## src/verilog/ccp_pkg.sv

```systemverilog
// Behaviour
// - Pixel clock, syncs and data lines are inputs only; never driven.
// - Data width selectable as 8, 10, 12 or 14 lines.
// - Embedded sync uses eight data lines and pixel clock; syncs unused.
// - One sample per pixel clock, packed into a 32-bit word.
// - Words pass a four-entry FIFO that refuses writes when full.
// - Overrun or sync error flushes FIFO; capture resumes at next frame, or at once in embedded sync mode.
// - A sequencer orders flow through extractor, FIFO and word register.
// - 8-bit mode takes the lowest eight lines, ignores upper six.
// - 8-bit mode: first byte in bits 7..0, fourth in bits 31..24.
// - 8-bit mode completes a word every four valid pixel clocks.
// - 10-bit mode: ten lines, right-aligned in 16-bit half, rest zero.
// - 12-bit mode: twelve lines, right-aligned in 16-bit half, rest zero.
// - 14-bit mode: all fourteen lines, bits 14 and 15 of half zero.
// - Wide modes: word every two clocks, first sample in lower half.
// - A complete word in the output register raises a DMA request.
// - Hardware sync: samples during active line or frame sync dropped.
// - Sampling edge and sync polarities are configurable.
package ccp_pkg;

  // ==========================================================
  // Widths
  localparam int DATA_LINES = 14;
  localparam int WORD_W = 32;
  localparam int HALF_W = 16;
  localparam int FIFO_DEPTH = 4;

  // ==========================================================
  // Width select encodings
  localparam logic [1:0] WIDTH_8 = 2'h0;
  localparam logic [1:0] WIDTH_10 = 2'h1;
  localparam logic [1:0] WIDTH_12 = 2'h2;
  localparam logic [1:0] WIDTH_14 = 2'h3;

  // Last lane index before a word is complete
  localparam logic [1:0] LAST_LANE_8 = 2'h3;
  localparam logic [1:0] LAST_LANE_WIDE = 2'h1;

  // Reset value of the output word
  localparam logic [31:0] WORD_RESET = 32'h0000_0000;

  // ==========================================================
  // Sequencer states
  typedef enum logic [1:0] {
    CCP_WAIT_BLANK = 2'b00,
    CCP_WAIT_START = 2'b01,
    CCP_CAPTURE = 2'b10
  } ccp_state_t;

endpackage

```

## src/verilog/ccp_fifo.sv

```systemverilog
`timescale 1ns/1ps
module ccp_fifo #(
  parameter int WIDTH = 32,
  parameter int DEPTH = 4
) (
  input wire logic clk,
  input wire logic rst,
  input wire logic flush,
  input wire logic wr_valid,
  output logic wr_ready,
  input wire logic [WIDTH-1:0] wr_data,
  output logic rd_valid,
  input wire logic rd_ready,
  output logic [WIDTH-1:0] rd_data
);
  localparam int AW = (DEPTH > 1) ? $clog2(DEPTH) : 1;
  localparam logic [AW:0] DEPTH_C = (AW + 1)'(DEPTH);
  localparam logic [AW-1:0] LAST = (AW)'(DEPTH - 1);

  logic [WIDTH-1:0] mem_ff [DEPTH];
  logic [AW-1:0] wp_ff, nxt_wp, rp_ff, nxt_rp;
  logic [AW:0] cnt_ff, nxt_cnt;
  logic do_wr, do_rd;

  // ==========================================================
  // Pointer and count update
  always_comb begin
    do_wr = wr_valid && wr_ready;
    do_rd = rd_valid && rd_ready;
    nxt_wp = wp_ff;
    nxt_rp = rp_ff;
    nxt_cnt = cnt_ff;
    if (flush) begin
      nxt_wp = '0;
      nxt_rp = '0;
      nxt_cnt = '0;
    end else begin
      if (do_wr) nxt_wp = (wp_ff == LAST) ? '0 : wp_ff + 1'b1;
      if (do_rd) nxt_rp = (rp_ff == LAST) ? '0 : rp_ff + 1'b1;
      if (do_wr && !do_rd) nxt_cnt = cnt_ff + 1'b1;
      else if (do_rd && !do_wr) nxt_cnt = cnt_ff - 1'b1;
    end
  end

  always_ff @(posedge clk) begin
    if (rst) begin
      wp_ff <= '0;
      rp_ff <= '0;
      cnt_ff <= '0;
    end else begin
      wp_ff <= nxt_wp;
      rp_ff <= nxt_rp;
      cnt_ff <= nxt_cnt;
    end
  end

  // Storage needs no reset; count guards every read
  always_ff @(posedge clk) begin
    if (do_wr && !flush) mem_ff[wp_ff] <= wr_data;
  end

  // Full FIFO refuses writes; the writer sees it as an overrun
  assign wr_ready = (cnt_ff != DEPTH_C);
  assign rd_valid = (cnt_ff != '0);
  assign rd_data = mem_ff[rp_ff];
endmodule

```

## src/verilog/ccp_capture.sv

```systemverilog
`timescale 1ns/1ps
module ccp_capture
  import ccp_pkg::*;
(
  input wire logic clk,
  input wire logic rst,
  input wire logic pixel_clock_in,
  input wire logic line_sync_in,
  input wire logic frame_sync_in,
  input wire logic [ccp_pkg::DATA_LINES-1:0] pixel_data_lines,
  input wire logic capture_enable,
  input wire logic [1:0] width_sel,
  input wire logic embedded_sync_en,
  input wire logic pclk_rising_edge,
  input wire logic line_sync_active_high,
  input wire logic frame_sync_active_high,
  input wire logic word_read,
  output logic [ccp_pkg::WORD_W-1:0] captured_pixel_word,
  output logic dma_request,
  output logic overrun_pulse,
  output logic sync_error_pulse,
  output logic capture_active
);
  import ccp_pkg::*;

  // ==========================================================
  // Input synchronisers: every camera pin is input only
  logic [1:0] pclk_sy_ff, hs_sy_ff, vs_sy_ff;
  logic [DATA_LINES-1:0] d1_ff, d2_ff;
  logic pclk_prev_ff, vact_prev_ff;

  // Two stages before any logic reads a pin; data rides in step
  always_ff @(posedge clk) begin
    if (rst) begin
      pclk_sy_ff <= '0;
      hs_sy_ff <= '0;
      vs_sy_ff <= '0;
      d1_ff <= '0;
      d2_ff <= '0;
    end else begin
      pclk_sy_ff <= {pclk_sy_ff[0], pixel_clock_in};
      hs_sy_ff <= {hs_sy_ff[0], line_sync_in};
      vs_sy_ff <= {vs_sy_ff[0], frame_sync_in};
      d1_ff <= pixel_data_lines;
      d2_ff <= d1_ff;
    end
  end

  // ==========================================================
  // Extractor helpers
  function automatic logic [15:0] wide_sample(
    input logic [DATA_LINES-1:0] d,
    input logic [1:0] w
  );
    logic [15:0] r;
    r = {2'h0, d};
    unique case (w)
      WIDTH_10: r = {6'h00, d[9:0]};
      WIDTH_12: r = {4'h0, d[11:0]};
      default: r = {2'h0, d[13:0]};
    endcase
    return r;
  endfunction

  // ==========================================================
  // Edge and blanking detection
  logic pclk_edge, hact, vact, line_valid, frame_start, sample_ok;
  logic [1:0] eff_width;

  always_comb begin
    // Sampling edge follows configuration
    pclk_edge = pclk_rising_edge ? (pclk_sy_ff[1] && !pclk_prev_ff)
                                 : (!pclk_sy_ff[1] && pclk_prev_ff);
    hact = (hs_sy_ff[1] == line_sync_active_high);
    vact = (vs_sy_ff[1] == frame_sync_active_high);
    frame_start = vact_prev_ff && !vact;
    // Embedded mode ignores both syncs and the upper lines
    eff_width = embedded_sync_en ? WIDTH_8 : width_sel;
    line_valid = embedded_sync_en || (!hact && !vact);
    sample_ok = pclk_edge && line_valid;
  end

  // ==========================================================
  // Sequencer, packer and output word register
  ccp_state_t state_ff, nxt_state;
  logic [1:0] pos_ff, nxt_pos;
  logic [WORD_W-1:0] pack_ff, nxt_pack;
  logic [WORD_W-1:0] word_ff, nxt_word;
  logic dreq_ff, nxt_dreq, ovr_ff, nxt_ovr, err_ff, nxt_err;
  logic push, flush, wr_ready, rd_valid, rd_ready;
  logic [WORD_W-1:0] rd_data, push_word;
  logic [1:0] last_lane;
  logic act_ff, nxt_act;

  always_comb begin
    nxt_state = state_ff;
    nxt_pos = pos_ff;
    nxt_pack = pack_ff;
    nxt_ovr = 1'b0;
    nxt_err = 1'b0;
    push = 1'b0;
    flush = 1'b0;
    push_word = pack_ff;
    last_lane = (eff_width == WIDTH_8) ? LAST_LANE_8 : LAST_LANE_WIDE;
    if (!capture_enable) begin
      nxt_state = CCP_WAIT_BLANK;
      nxt_pos = '0;
      flush = 1'b1;
    end else begin
      unique case (state_ff)
        CCP_WAIT_BLANK: begin
          if (embedded_sync_en) nxt_state = CCP_CAPTURE;
          else if (vact) nxt_state = CCP_WAIT_START;
        end
        CCP_WAIT_START: begin
          if (embedded_sync_en || !vact) begin
            nxt_state = CCP_CAPTURE;
            nxt_pos = '0;
          end
        end
        CCP_CAPTURE: begin
          if (!embedded_sync_en && frame_start && !hact) begin
            // Frame opened mid-line: sync error
            nxt_err = 1'b1;
          end else if (!embedded_sync_en && vact) begin
            nxt_pos = '0;
          end else if (sample_ok) begin
            if (eff_width == WIDTH_8) begin
              push_word[pos_ff*8 +: 8] = d2_ff[7:0];
            end else if (pos_ff[0]) begin
              push_word[31:16] = wide_sample(d2_ff, eff_width);
            end else begin
              push_word[15:0] = wide_sample(d2_ff, eff_width);
            end
            nxt_pack = push_word;
            if (pos_ff == last_lane) begin
              nxt_pos = '0;
              push = 1'b1;
              nxt_ovr = !wr_ready;
            end else begin
              nxt_pos = pos_ff + 2'h1;
            end
          end
        end
        default: nxt_state = CCP_WAIT_BLANK;
      endcase
      if (nxt_ovr || nxt_err) begin
        // Drop everything; wait for a fresh frame, or restart at once in embedded mode
        flush = 1'b1;
        nxt_pos = '0;
        nxt_state = CCP_WAIT_BLANK;
      end
    end
    // Registered copy keeps the status pin glitch free
    nxt_act = (nxt_state == CCP_CAPTURE);
  end

  // Output word loads whenever it is empty or being read
  always_comb begin
    rd_ready = !dreq_ff || word_read;
    nxt_word = word_ff;
    nxt_dreq = dreq_ff;
    if (flush) begin
      nxt_dreq = 1'b0;
      nxt_word = WORD_RESET;
    end else if (rd_valid && rd_ready) begin
      nxt_word = rd_data;
      nxt_dreq = 1'b1;
    end else if (word_read) begin
      nxt_dreq = 1'b0;
    end
  end

  always_ff @(posedge clk) begin
    if (rst) begin
      state_ff <= CCP_WAIT_BLANK;
      pos_ff <= '0;
      pack_ff <= WORD_RESET;
      word_ff <= WORD_RESET;
      dreq_ff <= 1'b0;
      ovr_ff <= 1'b0;
      err_ff <= 1'b0;
      act_ff <= 1'b0;
      pclk_prev_ff <= 1'b0;
      vact_prev_ff <= 1'b0;
    end else begin
      state_ff <= nxt_state;
      pos_ff <= nxt_pos;
      pack_ff <= nxt_pack;
      word_ff <= nxt_word;
      dreq_ff <= nxt_dreq;
      ovr_ff <= nxt_ovr;
      err_ff <= nxt_err;
      act_ff <= nxt_act;
      pclk_prev_ff <= pclk_sy_ff[1];
      vact_prev_ff <= vact;
    end
  end

  // ==========================================================
  // Four-word FIFO; a push into a full FIFO is lost and flagged
  ccp_fifo #(
    .WIDTH(WORD_W),
    .DEPTH(FIFO_DEPTH)
  ) u_fifo (
    .clk(clk),
    .rst(rst),
    .flush(flush),
    .wr_valid(push),
    .wr_ready(wr_ready),
    .wr_data(push_word),
    .rd_valid(rd_valid),
    .rd_ready(rd_ready),
    .rd_data(rd_data)
  );

  // Outputs straight from flip-flops
  assign captured_pixel_word = word_ff;
  assign dma_request = dreq_ff;
  assign overrun_pulse = ovr_ff;
  assign sync_error_pulse = err_ff;
  assign capture_active = act_ff;
endmodule

```

## config.mk

```make
export PLATFORM = sky130hd
export DESIGN_NAME = ccp_capture
export DESIGN_NICKNAME = d
export VERILOG_FILES = /design/src/verilog/ccp_pkg.sv /design/src/verilog/ccp_fifo.sv /design/src/verilog/ccp_capture.sv
export SDC_FILE = /design/constraint.sdc
export NUM_CORES = 1
export LEC_CHECK = 0
export ABC_AREA = 1
export BUFFER_PORTS_ARGS = -buffer_cell sky130_fd_sc_hd__buf_2
export CORE_MARGIN = 10
export CORE_UTILIZATION = 57
export CTS_CLUSTER_SIZE = 16
export DETAILED_ROUTE_END_ITERATION = 7
export PLACE_DENSITY = 0.76
export SETUP_SLACK_MARGIN = 0.15
export SKIP_LAST_GASP = 1
export SLEW_MARGIN = 20
export SYNTH_ARGS = -nofsm -noshare
export SYNTH_HDL_FRONTEND = slang
export SYNTH_SLANG_ARGS = --single-unit
```

## constraint.sdc

```tcl
create_clock -name clk -period 4.5 [get_ports clk]
set_clock_uncertainty 0.2 [all_clocks]
set_input_delay 0.9 -clock clk [delete_from_list [all_inputs] [get_ports clk]]
set_output_delay 0.9 -clock clk [all_outputs]
set_load 0.05 [all_outputs]
```

Word-level counts from Yosys, hierarchy flattened --
Memory sizes are Yosys's and may differ from the RTL's. A register that Yosys moved wholly into a read port is not among the register bits. Index checks and enable logic that the tools add are counted.
Word-level totals: register bits after elaboration 83, bits in writable memories 128, input port bits 27, output and inout port bits 36, memories 1
Memory list:
- u_fifo.mem_ff | words 4, bits a word 32, rd ports 1, clocked after memory_dff 1, wr ports 1, line ccp_fifo.sv:20 | logic [WIDTH-1:0] mem_ff [DEPTH];
Cells by class: $add $sub $neg 6, eq/ne operators 14, shift operators 2, multiplexer cells 50, bitwise gates (word level) 1, reduce and logical (&&, ||, !) cells 37
Operators with widths (number):
- 32-bit 2-to-1 mux | 6
- 5-bit negator with 34-bit output | 1
- 8-bit by 34-bit variable shift with 32-bit output (first input constant) | 1
- 8-bit by 34-bit variable part select with 32-bit output | 1
- 32-bit bitwise mux | 1
- 16-bit 2-to-1 mux | 2
- 2-bit 2-to-1 mux | 14
- 14-bit case mux with 2 select lines | 1
- 1-bit 2-to-1 mux | 22
- 1-bit logical AND | 13
- 2-bit == test (second input constant) | 5
- 1-bit zero test | 10
- 2-bit by 1-bit adder with 2-bit output (second input constant) | 3
- 3-bit 2-to-1 mux | 2
- 3-bit inequality test (second input constant) | 2
- 2-bit case mux with 3 select lines | 1
- 2-bit nonzero test | 3
- 2-bit by 1-bit == test with 1-bit output (second input constant) | 2
- 2-bit zero test | 2
- 1-bit logical OR | 4
- 2-bit inequality test (second input constant) | 2
- 2-bit case mux with 2 select lines | 1
- 4-bit AND reduction | 1
- 2-bit OR reduction | 2
- other kinds (7) | 8

Depth between registers and ports, before layout --
word-level depth 17, mapped depth 18, gate-level depth less buffers 17

Modules after synthesis --
Synthesis repeated with hierarchy kept, for this count alone.
Unflattened totals: cell total of the unflattened synthesis 1042, area total of the unflattened synthesis 10122.2 um^2
By module, submodules not included:
- ccp_fifo | times used 1, cells an instance 379, area an instance 5291.3 um^2, seq. area each 4023.9 um^2
- ccp_capture | times used 1, cells an instance 663, area an instance 4830.9 um^2, seq. area each 2162.1 um^2

Least setup slack after synthesis --
No wires, ideal clock.
path type input port to flip-flop, start input port embedded_sync_en, end memory u_fifo.mem_ff[0][0] (enable), library setup time 0.421 ns, data arrival time 3.400 ns, required time 3.879 ns, setup slack 0.479 ns, stages 13, buffers on the path 1, path through inv_1 -> nand2_1 -> ha_1 -> buf_2 -> inv_4 -> nand2_2 -> nand2_1 -> nand2_1 -> inv_1 -> nand2_1 -> nor2_4 -> inv_2 -> nor2_1
Between the ends: elaborated cells on any way between the ends 33
RTL lines:
- start, declared | line ccp_capture.sv:13 | input wire logic embedded_sync_en,
- 2-bit 2-to-1 mux | line ccp_capture.sv:78 | eff_width = embedded_sync_en ? WIDTH_8 : width_sel;
- 2-bit zero test | line ccp_capture.sv:104 | last_lane = (eff_width == WIDTH_8) ? LAST_LANE_8 : LAST_LANE_WIDE;
- 2-bit 2-to-1 mux | line ccp_capture.sv:104
- 2-bit == test | line ccp_capture.sv:136 | if (pos_ff == last_lane) begin
- 1-bit 2-to-1 mux | line ccp_capture.sv:136
- 1-bit 2-to-1 mux | line ccp_capture.sv:127 | end else if (sample_ok) begin
- 1-bit 2-to-1 mux | line ccp_capture.sv:125 | end else if (!embedded_sync_en && vact) begin
- 1-bit 2-to-1 mux (*) | line ccp_capture.sv:122 | if (!embedded_sync_en && frame_start && !hact) begin
- 1-bit 2-to-1 mux (*) | line ccp_capture.sv:110 | unique case (state_ff)
- 1-bit 2-to-1 mux (*) | line ccp_capture.sv:105 | if (!capture_enable) begin
- 1-bit logical AND (*) | line ccp_fifo.sv:28 | do_wr = wr_valid && wr_ready;
- net u_fifo.do_wr | line ccp_fifo.sv:23 | logic do_wr, do_rd;
- 1-bit logical AND (*) | line ccp_fifo.sv:59 | if (do_wr && !flush) mem_ff[wp_ff] <= wr_data;
- 1-bit 2-to-1 mux (*) | line ccp_fifo.sv:59
- 1-bit 2-to-1 mux (implied by the code) (*) | line ccp_fifo.sv:59
- end, declared | line ccp_fifo.sv:20
Mark *: on every way through the listed nets, which the timed path passes. The rest lies on a longest branch. The select of a mux whose other input is x is not followed.

Final worst setup path --
start input port embedded_sync_en, end register u_fifo.cnt_ff[2]
Between the ends: word-level cells in the longest chain between the ends 14, elaborated cells on any way between the ends 35
Ends and longest elaborated chain:
- 2-bit 2-to-1 mux | line ccp_capture.sv:78
- 2-bit zero test | line ccp_capture.sv:104
- 2-bit 2-to-1 mux | line ccp_capture.sv:104
- 2-bit == test | line ccp_capture.sv:136
- 1-bit 2-to-1 mux | line ccp_capture.sv:136
- 1-bit 2-to-1 mux | line ccp_capture.sv:127
- 1-bit 2-to-1 mux | line ccp_capture.sv:125
- 1-bit 2-to-1 mux (*) | line ccp_capture.sv:122
- 1-bit 2-to-1 mux (*) | line ccp_capture.sv:110
- 1-bit 2-to-1 mux (*) | line ccp_capture.sv:105
- 1-bit logical AND (*) | line ccp_fifo.sv:28
- net u_fifo.do_wr | line ccp_fifo.sv:23
- 1-bit zero test | line ccp_fifo.sv:41 | else if (do_rd && !do_wr) nxt_cnt = cnt_ff - 1'b1;
- 1-bit logical AND | line ccp_fifo.sv:41
- 2-bit nonzero test (no line)
- end signal, assigned | line ccp_fifo.sv:53 | cnt_ff <= nxt_cnt;
- end, declared | line ccp_fifo.sv:22 | logic [AW:0] cnt_ff, nxt_cnt;
Marked as above. A chain may end at the register's enable or synchronous reset.

==> key figures <==
Status
  – Status: completed

Logic synthesis
  – Synth Net Count: 1123
  – Post-synth cell types: 33
  – Syn Area/Cell: 9.30 sq um
  – Mapped Area: 0.0101 sq mm
  – Synth Instances: 1082
  – Seq cells post-synth: 243
  – Number of warning messages in the yosys log: 0
  – Sequential-to-total area share from yosys stat: 0.611

Setup path
  – Crit end category: register
  – CP Cell Sequence: buf_2 > inv_1 > nand2_1 > ha_1 > buf_4 > nand2_1 > nand2_1 > nand2_1 > inv_1 > nand2_1 > nor2_4 > ha_1 > inv_1 > fa_1 > a21oi_1 > o21ai_0 > xor2_1 > nor2_1
  – Setup CP Type: input pin to register
  – Slowest stage delay, CP: 430 ps
  – R2R Path Start: pos_ff[0]
  – CP Launch Type: input pin
  – Crit path from: embedded_sync_en
  – RR Endpoint: u_fifo.mem_ff[2][10]
  – Crit-path slowest cell: buf_4
  – Worst reg-to-reg setup slack: 1760 ps
  – Critical Path RT: 4660 ps
  – CP delay by family, top: adder cells
  – Most used cell, CP: nand2_1
  – Critical Path AT: 3520 ps
  – Reg2reg path depth: 11
  – Crit-path max FO: 50
  – Buf+Inv Stages, Crit Path: 5

Clocking
  – Clk slew on worst S/H paths: 70 ps
  – Num CTS Buffers: 24
  – Number of setup buffers added after CTS: 0
  – H-tree levels: 1
  – Clk_lat worst skew: 510 ps
  – Clock sinks: 243
  – CTS tree: yes
  – Clk root buf: clkbuf_16
  – Buffer depth of the longest clock path: 3
  – CTS Hold Bufs: 0
  – Gates resized, CTS repair: 0

Min path
  – Hold path depth: 2
  – Worst Hold Class: register to register
  – Endpoint, Worst Hold: d2_ff[9]
  – Hold wc startpoint: d1_ff[9]

Timing
  – Final hold slack: 195 ps
  – Final setup TNS: 0 ps
  – # setup viols final: 0
  – Period utilization: 0.747
  – Final hold vios: 0
  – Unrepaired setup endpoints after global routing: no
  – Crit path time final: 3360 ps
  – Max Fclk: 298 MHz
  – Slew Viols, Final: 0
  – Worst slew pin tran: 934 ps
  – Worst slew margin: 0.377

Job
  – Max Cap Viol: 0

GRT
  – GRT Overall Usage: 0.168
  – Grt ovf: 0
  – Vias in the first global route: 6886
  – Antenna violations before repair: 0
  – First-pass GRT wire length: 33500 um
  – Largest net degree at the start of global routing: 69

Finish
  – Share of cells above drive strength 1: 0.127
  – P&R area growth vs syn: 12.6%
  – Ant diodes: 0
  – Final core utilization: 0.655
  – Fillers: 1386
  – Most frequent cells in the layout: 224 x nand2_1, 181 x nor2_1, 128 x edfxtp_1
  – Most common cell after layout, fill and taps aside: nand2_1
  – Layout net count: 1167

Pwr
  – NetSw: 1050 uW
  – Pwr/cell area: 420 mW/mm^2
  – P_int: 3710 uW
  – Switching share of power: 0.221
  – Clock network power share: 0.441
  – Sequential share of power: 0.495
  – Peak VDD IR: 319 uV
  – Leakage Power: 0.00464 uW
  – Logic pwr share: 0.064

Routing
  – Routed Antenna Nets: 0
  – Via count: 7348
  – DRC: 0
  – Drt total wl: 20600 um
  – Vias/cell: 5.37
  – WL/cell: 15.1 um
  – Drt pass-1 iters: 6
  – Iter 0 DRT Violations: 662

Placement
  – RePlAce Congestion: 0.868
  – Port Buffers: 62
  – Hpwl dp: 12700 um

Floorplan
  – Horiz. Die Dim: 153 um
  – Overall die area: 0.0234 sq mm
  – Site Rows: 48
  – Core area: 0.0173 sq mm
  – Die Y-Extent: 153 um
  – Initial Util: 0.582
  – IO Count: 63
## Yosys cell counts
cell type  instances  area, sq um
a21oi_1           80          400
a21oi_2            2         17.5
buf_1              6         22.5
buf_2             13         65.1
buf_4              6         45.0
buf_6              3         33.8
clkbuf_1          27          101
dfxtp_1          115         2300
edfxtp_1         128         3840
fa_1               1         20.0
ha_1              13          163
inv_1             98          368
inv_2              8         30.0
inv_4              1         6.26
mux2i_1            1         10.0
nand2_1          224          841
nand2_2            4         25.0
nand3_1            7         35.0
nand3_2            3         30.0
nand4_1            6         37.5
nand4_2            1         12.5
nor2_1           185          694
nor2_2             1         6.26
nor2_4             2         22.5
nor2_8             1         20.0
nor3_1             3         15.0
o211ai_1           9         67.6
o21ai_0           68          340
o21ai_1           22          110
o21ai_2            5         43.8
o22ai_1            5         31.3
o32ai_1           32          280
xor2_1             2         17.5
## final cells by class
cell class	instances	area (sq um)	area share
tap	225	282	0.0249
clock inverter	13	176	0.0156
clock buffer	31	668	0.0590
sequential	243	6150	0.543
inverter	107	405	0.0358
timing repair buffer	73	393	0.0347
multi-input combinational	677	3250	0.287
## stage by stage
step	cell area (sq um)	power (uW)	cells	setup WS, ps
3_5_place_dp	10500	2700	1325	624
4_1_cts	11300	4790	1369	1160
3_3_place_gp	10500	2700	1325	733
5_1_grt	11300	4910	1369	913
2_1_floorplan	10100	2630	1082	479
6_report	11300	4760	1369	1140
## logic make-up (layout without fill, tap and decap cells)
logic type	after synthesis	after routing	share of synthesized area
xor gates and xnor gates	2	2	0.00174
adders and majority gates	14	14	0.0182
and+or+nand+nor	437	437	0.173
AOI/OAI and AO/OA	223	223	0.128
buffers and inverters	162	224	0.0668
DFF	243	243	0.611
muxes	1	1	0.000995
## state kept, by name (all words and copies together), names as in the netlist, 3 cells and up
signal / count
u_fifo.cnt_ff: 3
pack_ff: 32
u_fifo.mem_ff: 128
d2_ff: 14
captured_pixel_word: 32
d1_ff: 14
## power by group through the flow
stage	Sequential [uW]	Combinational, uW	Clock, uW
floorplan	2430	207	0
global placement	2400	296	0
detailed placement	2400	303	0
CTS	2350	306	2130
global route	2350	340	2210
finish	2350	303	2100
## tightest hold or removal path, delay by kind of cell, from the launching register on
family,cells,cell delay (ps)
buf+inv,1,40
flops,1,300
simple gates,1,30
## how the worst max path moves through the flow
stage | endpoint | slack [ps] | cells past startpoint
global placement | u_fifo.cnt_ff[2] | 730 | 18
finish | u_fifo.cnt_ff[2] | 1140 | 18
floorplan | u_fifo.mem_ff[0][0] | 480 | 13
global route | u_fifo.cnt_ff[2] | 910 | 18
CTS | u_fifo.cnt_ff[2] | 1160 | 18
detailed placement | u_fifo.cnt_ff[2] | 620 | 18
## routing by layer
metal	vias to the layer above	GRT usage	wire length, um	share of wire
met5	-	0	0	0
met4	0	0.0468	322	0.016
met3	30	0.0303	1260	0.061
met2	195	0.282	9990	0.48
met1	3443	0.217	9050	0.44
li1	3680	-	-	-
(Power assumes the default switching activity.)
